===== config.mk =====
export PLATFORM = sky130hd
export DESIGN_NAME = pie_entry
export DESIGN_NICKNAME = d
export VERILOG_FILES = /design/src/hdl/pie_entry.v
export VERILOG_INCLUDE_DIRS = /design/src /design/src/hdl
export SDC_FILE = /design/constraint.sdc
export NUM_CORES = 1
export LEC_CHECK = 0
export BUFFER_PORTS_ARGS = -buffer_cell sky130_fd_sc_hd__buf_4
export CAP_MARGIN = 20
export CORE_MARGIN = 4
export CORE_UTILIZATION = 30
export CTS_CLUSTER_SIZE = 16
export DETAILED_ROUTE_END_ITERATION = 10
export SETUP_SLACK_MARGIN = 0.05
export SKIP_LAST_GASP = 1
export SLEW_MARGIN = 30
export SYNTH_ARGS = -nofsm -noshare
export SYNTH_HDL_FRONTEND = slang
export SYNTH_SLANG_ARGS = --single-unit

===== constraint.sdc =====
create_clock -name clk -period 7.1 [get_ports clk]
set_input_delay 1.065 -clock clk [delete_from_list [all_inputs] [get_ports clk]]
set_output_delay 1.065 -clock clk [all_outputs]
set_load 0.05 [all_outputs]

===== src/hdl/pie_map.vh =====
// Purpose: constants for the processor interrupt entry block
// Assumes: included by bare name from design files
// Notes:   register offsets are byte addresses on the avalon slave
`ifndef PIE_MAP_VH
`define PIE_MAP_VH
// ****************************************************************
// register offsets (byte addresses, one word each)
// ****************************************************************
`define PIE_OFF_CTRL      6'h00
`define PIE_OFF_STATUS    6'h04
`define PIE_OFF_SEQ       6'h08
`define PIE_OFF_EXTVEC    6'h0c
`define PIE_OFF_INTVEC    6'h10
`define PIE_OFF_SAVED     6'h14
`define PIE_OFF_IND       6'h18
`define PIE_OFF_SAVEIMG   6'h1c
`define PIE_OFF_CAUSE     6'h20
// ****************************************************************
// indicator field layout (8 bits)
// ****************************************************************
`define PIE_IND_ARITH_LO  0
`define PIE_IND_ARITH_HI  1
`define PIE_IND_CMP_LO    2
`define PIE_IND_CMP_HI    3
`define PIE_IND_AMODE_LO  4
`define PIE_IND_AMODE_HI  5
`define PIE_IND_TRAP      6
`define PIE_AMODE_THREE   2'h1
`define PIE_AMODE_MAX     2'h3
// ****************************************************************
// source / status bit positions
// ****************************************************************
`define PIE_SRC_CONSOLE   0
`define PIE_SRC_SVC       1
`define PIE_SRC_PERIPH    2
`define PIE_ST_EXT_TYPE   3
`define PIE_ST_INT_TYPE   4
`define PIE_ST_EXT_MODE   5
`define PIE_ST_INT_MODE   6
// ****************************************************************
// control register bits
// ****************************************************************
`define PIE_CTL_RUN       0
`define PIE_CTL_CLR_SRC   1
`define PIE_CTL_CLR_CAUSE 2
`endif


===== src/hdl/pie_entry.v =====
// Purpose: interrupt entry, priority and return sequencing for the processor
// Assumes: one clock, async active-high reset acting as initialization
// Notes:   avalon-mm slave for software view; instruction events are strobes
//
// Contract
// RQ1: take console, supervisor call, peripheral requests
// RQ2: external request records source and external type
// RQ3: external needs run, no ext mode, fetch, cycle
// RQ4: busy transfer rewinds sequence to op-code address
// RQ5: save indicators, then clear arithmetic indicators
// RQ6: enter three-character non-trap addressing
// RQ7: swap sequence and external vector registers
// RQ8: set external mode, blocking further interrupts
// RQ9: peripheral holds request until serviced or off
// RQ10: protection violation records cause, internal type
// RQ11: internal needs same conditions, no internal mode
// RQ12: priority follows standard, internal, external mode
// RQ13: external requests stay pending during external mode
// RQ14: internal entry swaps sequence and internal vector
// RQ15: then set internal interrupt mode
// RQ16: internal entry does not save indicators
// RQ17: save-state stores context and source indicators
// RQ18: restore-state reloads saved indicators and variant
// RQ19: resume returns, honoring altered sector bits
// RQ20: supervisor call causes external interruption
// RQ21: restore variant zero gives max address mode
// RQ22: peripheral forwards only with interrupt and allow
// RQ23: resume clears active interrupt mode
// RQ24: initialization clears both interrupt modes
//
// The address map and the Avalon-MM slave port are this design's own decisions.
`timescale 1ns/1ns
`include "pie_map.vh"
`default_nettype none
module pie_entry #(
    parameter AW = 16,                        // sequence register width
    parameter CW = 4                          // internal cause width
) (
    input  wire          clk,
    input  wire          reset,
    input  wire          console_btn,         // asynchronous console button
    input  wire          periph_req,          // asynchronous peripheral line
    input  wire          svc_exec,            // supervisor call executed
    input  wire          prot_viol,           // storage protection violation
    input  wire [CW-1:0] prot_cause,          // violation cause code
    input  wire          opcode_fetch,        // op code about to be extracted
    input  wire          cycle_granted,       // memory cycle given to processor
    input  wire          busy_xfer,           // transfer hit a busy channel
    input  wire [AW-1:0] xfer_op_addr,        // op-code address of that transfer
    input  wire          next_seq_valid,      // normal sequencing advance
    input  wire [AW-1:0] next_seq,            // advanced sequence value
    input  wire          save_exec,           // save-state instruction
    input  wire          restore_exec,        // restore-state instruction
    input  wire          restore_v2,          // variant bit of restore
    input  wire [7:0]    restore_ind,         // indicators read back from memory
    input  wire          resume_exec,         // resume instruction
    input  wire [AW-1:0] resume_seq,          // resume target incl. sector bits
    input  wire [5:0]    avs_address,
    input  wire          avs_read,
    input  wire          avs_write,
    input  wire [31:0]   avs_writedata,
    output reg  [31:0]   avs_readdata,
    output wire          avs_waitrequest,
    output reg  [AW-1:0] seq_out_q,           // sequence register
    output reg  [7:0]    ind_out_q,           // live indicators
    output reg           ext_mode_q,          // external interrupt mode
    output reg           int_mode_q,          // internal interrupt mode
    output reg           take_ext_q,          // one-cycle entry pulse
    output reg           take_int_q,          // one-cycle entry pulse
    output reg  [15:0]   save_image_q         // image written by save-state
);
    // ****************************************************************
    // state
    // ****************************************************************
    reg [AW-1:0] ext_vec_q;                   // external vector register
    reg [AW-1:0] int_vec_q;                   // internal vector register
    reg [7:0]    saved_ind_q;                 // saved indicator register
    reg [2:0]    src_q;                       // external sources; console and svc sticky, peripheral mirrors line
    reg          ext_type_q;                  // external type flag
    reg          int_type_q;                  // internal type flag
    reg          int_pend_q;                  // internal request pending
    reg [CW-1:0] cause_q;                     // internal cause
    reg          run_q;                       // run mode, software set
    reg          ack_q;                       // bus answer phase
    reg          con_s1_q, con_s2_q, con_s3_q;
    reg          per_s1_q, per_s2_q;

    // ****************************************************************
    // pin synchronisers; console edge taken after second stage
    // ****************************************************************
    always @(posedge clk or posedge reset) begin
        if (reset) begin
            con_s1_q <= 1'b0;
            con_s2_q <= 1'b0;
            con_s3_q <= 1'b0;
            per_s1_q <= 1'b0;
            per_s2_q <= 1'b0;
        end else begin
            con_s1_q <= console_btn;
            con_s2_q <= con_s1_q;
            con_s3_q <= con_s2_q;
            per_s1_q <= periph_req;
            per_s2_q <= per_s1_q;
        end
    end

    wire con_rise = con_s2_q & ~con_s3_q;    // button press, one pulse
    // peripheral is level: it stays until serviced, so no latch needed
    wire ext_any  = src_q[`PIE_SRC_CONSOLE] | src_q[`PIE_SRC_SVC] | per_s2_q; // RQ9 RQ22 RQ13
    wire accept_ok = run_q & opcode_fetch & cycle_granted;               // RQ3
    wire do_ext   = accept_ok & ~ext_mode_q & ext_any;                   // RQ3 RQ12
    // external outranks internal when both are eligible
    wire do_int   = accept_ok & ~ext_mode_q & ~int_mode_q & int_pend_q & ~do_ext; // RQ11 RQ12

    // ****************************************************************
    // bus decode: one wait cycle then answer
    // ****************************************************************
    wire bus_req  = avs_read | avs_write;
    assign avs_waitrequest = bus_req & ~ack_q;
    wire wr_go    = avs_write & ack_q;
    wire ctl_wr   = wr_go & (avs_address == `PIE_OFF_CTRL);
    wire clr_src  = ctl_wr & avs_writedata[`PIE_CTL_CLR_SRC];
    wire clr_cause = ctl_wr & avs_writedata[`PIE_CTL_CLR_CAUSE];

    // ****************************************************************
    // source and type indicators; a set wins over a software clear
    // ****************************************************************
    always @(posedge clk or posedge reset) begin
        if (reset) begin
            src_q      <= 3'h0;
            ext_type_q <= 1'b0;
            int_type_q <= 1'b0;
            int_pend_q <= 1'b0;
            cause_q    <= {CW{1'b0}};
        end else begin
            // console and supervisor call latch; peripheral mirrors its line
            src_q[`PIE_SRC_CONSOLE] <= con_rise | (src_q[`PIE_SRC_CONSOLE] & ~clr_src); // RQ1 RQ2
            src_q[`PIE_SRC_SVC]     <= svc_exec | (src_q[`PIE_SRC_SVC] & ~clr_src);     // RQ20 RQ2
            src_q[`PIE_SRC_PERIPH]  <= per_s2_q;                                          // RQ1
            ext_type_q <= con_rise | svc_exec | per_s2_q | (ext_type_q & ~clr_src);      // RQ2
            int_type_q <= prot_viol | (int_type_q & ~clr_cause);                         // RQ10
            if (prot_viol)
                cause_q <= prot_cause;                                                    // RQ10
            else if (clr_cause)
                cause_q <= {CW{1'b0}};
            // pending internal request ends when taken
            int_pend_q <= prot_viol | (int_pend_q & ~do_int);
        end
    end

    // ****************************************************************
    // sequencing, vectors, modes and indicators
    // ****************************************************************
    always @(posedge clk or posedge reset) begin
        if (reset) begin
            seq_out_q    <= {AW{1'b0}};
            ext_vec_q    <= {AW{1'b0}};
            int_vec_q    <= {AW{1'b0}};
            ind_out_q    <= 8'h00;
            saved_ind_q  <= 8'h00;
            ext_mode_q   <= 1'b0;                                                 // RQ24
            int_mode_q   <= 1'b0;                                                 // RQ24
            take_ext_q   <= 1'b0;
            take_int_q   <= 1'b0;
            save_image_q <= 16'h0000;
            run_q        <= 1'b0;
        end else begin
            take_ext_q <= do_ext;
            take_int_q <= do_int;
            if (ctl_wr)
                run_q <= avs_writedata[`PIE_CTL_RUN];
            if (do_ext) begin
                saved_ind_q <= ind_out_q;                                         // RQ5
                ind_out_q[`PIE_IND_ARITH_HI:`PIE_IND_ARITH_LO] <= 2'h0;          // RQ5
                ind_out_q[`PIE_IND_AMODE_HI:`PIE_IND_AMODE_LO] <= `PIE_AMODE_THREE; // RQ6
                ind_out_q[`PIE_IND_TRAP] <= 1'b0;                                 // RQ6
                seq_out_q  <= ext_vec_q;                                          // RQ7
                ext_vec_q  <= seq_out_q;                                          // RQ7
                ext_mode_q <= 1'b1;                                               // RQ8
            end else if (do_int) begin
                // indicators untouched; the handler saves them itself
                seq_out_q  <= int_vec_q;                                          // RQ14 RQ16
                int_vec_q  <= seq_out_q;                                          // RQ14
                int_mode_q <= 1'b1;                                               // RQ15
            end else if (resume_exec) begin
                seq_out_q  <= resume_seq;                                         // RQ19
                ext_mode_q <= 1'b0;                                               // RQ23
                int_mode_q <= 1'b0;                                               // RQ23
            end else if (busy_xfer) begin
                seq_out_q <= xfer_op_addr;                                        // RQ4
            end else if (next_seq_valid) begin
                seq_out_q <= next_seq;
            end else if (wr_go && avs_address == `PIE_OFF_SEQ) begin
                seq_out_q <= avs_writedata[AW-1:0];
            end
            if (!do_ext && wr_go && avs_address == `PIE_OFF_EXTVEC)
                ext_vec_q <= avs_writedata[AW-1:0];
            if (!do_int && wr_go && avs_address == `PIE_OFF_INTVEC)
                int_vec_q <= avs_writedata[AW-1:0];
            if (!do_ext && restore_exec) begin
                ind_out_q <= restore_ind;                                         // RQ18
                if (!restore_v2)
                    ind_out_q[`PIE_IND_AMODE_HI:`PIE_IND_AMODE_LO] <= `PIE_AMODE_MAX; // RQ21
            end
            if (save_exec)
                save_image_q <= {1'b0, int_type_q, ext_type_q, src_q,
                                 saved_ind_q[1:0], ind_out_q};                    // RQ17
        end
    end

    // ****************************************************************
    // bus answer and read mux
    // ****************************************************************
    always @(posedge clk or posedge reset) begin
        if (reset) begin
            ack_q        <= 1'b0;
            avs_readdata <= 32'h0000_0000;
        end else begin
            ack_q <= bus_req & ~ack_q;
            if (avs_read && !ack_q) begin
                case (avs_address)
                    `PIE_OFF_CTRL:    avs_readdata <= {31'h0, run_q};
                    `PIE_OFF_STATUS:  avs_readdata <= {25'h0, int_mode_q, ext_mode_q,
                                                       int_type_q, ext_type_q, src_q};
                    `PIE_OFF_SEQ:     avs_readdata <= {{(32-AW){1'b0}}, seq_out_q};
                    `PIE_OFF_EXTVEC:  avs_readdata <= {{(32-AW){1'b0}}, ext_vec_q};
                    `PIE_OFF_INTVEC:  avs_readdata <= {{(32-AW){1'b0}}, int_vec_q};
                    `PIE_OFF_SAVED:   avs_readdata <= {24'h0, saved_ind_q};
                    `PIE_OFF_IND:     avs_readdata <= {24'h0, ind_out_q};
                    `PIE_OFF_SAVEIMG: avs_readdata <= {16'h0, save_image_q};
                    `PIE_OFF_CAUSE:   avs_readdata <= {{(32-CW){1'b0}}, cause_q};
                    default:          avs_readdata <= 32'h0000_0000;
                endcase
            end
        end
    end
endmodule
`default_nettype wire


==> reports/results.ini <==
[run_status]
status=finished, final reports clean

[cells_and_area]
final_cells=1064
nFillCells=2122
fin_area_um2=8507
area_delta_synth_final_pct=29.73
antenna_cells=0
drive_gt1_frac=0.3131
nets=890

[placement]
place_hpwl_mm=16.07
dpl_cell_area_um2=7825
gp_congestion=0.8726
portBuffers=157
place_inst=1032

[power]
ir_drop_v=0.0001582
power_frac_comb=0.195
pwr-share-seq=0.371
power.internal_uw=1592
clkPwrFrac=0.434
p_leak_uw=0.003801
switching_share=0.2943
power.density_nw_per_um2=265.3
p_sw_uw=664.2

[synthesis]
synth_area_per_cell_um2=10.12
yosysUniqueCellTypes=55
synth-main-ff-cell=dfrtp_1
synth-edff-count=0
yosys_warnings=0
yosys.area.top_type=dfrtp_1
synthTopCellsByCount=dfrtp_1, nand2_1, mux2i_1
yosysMostFrequentCell=dfrtp_1
synth_seq_cells=116
synth_area_leaders=dfrtp_1, mux2i_1, nand2_1
async_flop_share=1.000
synth.cell_area_um2=6558
ys_seq_area_frac=0.4427
synth_cells=648
synth_top_area_share=0.4427

[timing]
maxSlewHeadroom=0.4157
finalSetupViolations=0
slew_violations=0
rsz0062_at_grt=false
finalHoldViolCount=0
worst_pin_slew_ps=876.5
period_share=0.4260
max_freq_ghz=0.3306
setup_tns_ps=0
fin_skew_ps=6.649
period_minus_slack_ps=3025

[route]
dr.pass1.iters=5
ant_nets=0
viasPerCell=5.319
routed_wl_mm=22.31
vias=5659
first_iter_violations=415
post_drt_wl_per_cell_um=20.97
drc=0

[global_routing]
grt_use_met2=0.2960
grtUsageMet3=0.04605
gr-usage-met1=0.2398
grt_antenna_before_repair=0
grt_pass1_vias=5804
grt_start_max_net_pins=78
overflow=0
top_usage_layer=met2
grt_util_all_layers=0.1835
grt_pass1_wl_mm=33.98

[cts]
cts_tree=yes
path_clk_slew_ps=50
root_buffer=clkbuf_16
clk_latency_ps=420
clockBufferDepth=2
postCtsSetupRepairBufs=0
h-tree-depth=4
tritoncts.num_buffers=17
cts_resized=0
cts.sinks=116
hold_buffers=0

[floorplanning]
die_width_um=155.8
rows=53
ios=191
core_um2=21290
initial_core_util=0.3081
dieArea_um2=24290
die_h_um=155.8

[worst_setup_path]
arrival_ps=3300
slowest_stage=nor2b_2
required_ps=7380
critPathCaptureType=flop
crit_path_start_kind=primary input
cp_slowest_stage_delay_ps=560
cp_common_cell=buf_4
path_max_fanout=20
crit_chain=buf_4, nor2b_2, and4_4, or3_1, buf_4, a31oi_1
path_class=in2reg

[hold_path]
min_path_type=reg2reg

[job]
drv_cap=0

==> power by group through the flow <==
stage	sequential [uW]	combinational [uW]	clock (uW)
finish	836	441	980
global route	846	476	1030
CTS	835	445	994
detailed placement	845	444	0
global placement	843	438	0
floorplan	905	212	0
==> worst max-delay path, delay by kind of cell <==
family	cells	cell delay, ps
and+or+nand+nor	3	1470
buffers and inverters	2	610
AOI/OAI and AO/OA	1	130
==> path summary, 6_finish.rpt <==
kind	startpoint	to	slack, ps	depth (start not counted)
worst min register to register	con_s1_q$_DFF_PP0_	con_s2_q$_DFF_PP0_	350	0
min in group asynchronous	reset	take_int_q$_DFF_PP0_	690	2
worst max-delay path	avs_address[3]	seq_out_q[10]$_DFFE_PP0P_	4080	6
max in group asynchronous	reset	save_image_q[11]$_DFFE_PP0P_	5250	4
worst max register to register	src_q[1]$_DFF_PP0_	int_vec_q[15]$_DFFE_PP0P_	4520	5
worst min-delay path	con_s1_q$_DFF_PP0_	con_s2_q$_DFF_PP0_	350	0
==> cell families (layout without fill, tap and decap cells) <==
group                  count (synthesis)  in the layout  share of synthesized area
buffers and inverters                 78            203                    0.06373
multiplexers                          83             83                     0.1425
flip-flops                           116            116                     0.4427
AND/OR/NAND/NOR                      226            226                     0.1778
AO/OA/AOI/OAI                        144            144                     0.1727
other                                  1             17                  0.0005719
==> cell type report <==
class / instances / area, um2 / area share
multi-input combinational: 470 / 3301 / 0.3880
sequential: 116 / 2903 / 0.3412
timing repair buffer: 166 / 1259 / 0.1480
clock buffer: 24 / 511.7 / 0.06016
tap: 275 / 344.1 / 0.04045
clock inverter: 8 / 167.7 / 0.01971
inverter: 5 / 21.27 / 0.002500
==> cells in the final DEF, fill, tap and decap left out, drive strengths merged, types with 4 or more instances in the layout <==
| master | n |
|---|---|
| or3 | 4 |
| a31oi | 16 |
| buf | 166 |
| mux2i | 54 |
| bufinv | 5 |
| a22o | 12 |
| mux2 | 23 |
| a21oi | 23 |
| mux4 | 6 |
| o21ai | 38 |
| a211oi | 16 |
| a221oi | 4 |
| nand2 | 84 |
| nor2 | 24 |
| nand4 | 14 |
| nor4 | 17 |
| nor3 | 6 |
| inv | 5 |
| o221ai | 17 |
| nand3 | 37 |
| nor2b | 24 |
| clkbuf | 24 |
| conb | 17 |
| dfrtp | 116 |
| a21o | 4 |
==> metal layers <==
metal | vias up | wire, um
met5 | - | 0
met4 | 0 | 528
met3 | 30 | 1607
met2 | 219 | 10600
met1 | 2792 | 9577
li1 | 2618 | -
==> per-stage QoR <==
stage | hold slack (ps) | util | setup WS, ps | total power (uW)
floorplan | 331.2 | - | 2963 | 1118
global route | 359.2 | 0.3996 | 3995 | 2348
CTS | 355.8 | 0.3995 | 3837 | 2274
finish | 349.9 | 0.3996 | 4075 | 2257
global placement | 334.8 | 0.3666 | 3380 | 1281
detailed placement | 337.3 | 0.3676 | 3403 | 1289
==> registers in the layout, summed over array words and instances (netlist names), 3 cells and up <==
register,flops
avs_readdata,16
ext_vec_q,16
int_vec_q,16
seq_out_q,16
save_image_q,15
ind_out_q,8
saved_ind_q,8
cause_q,4
src_q,3
Note: power is estimated with default switching activity, not from simulation.
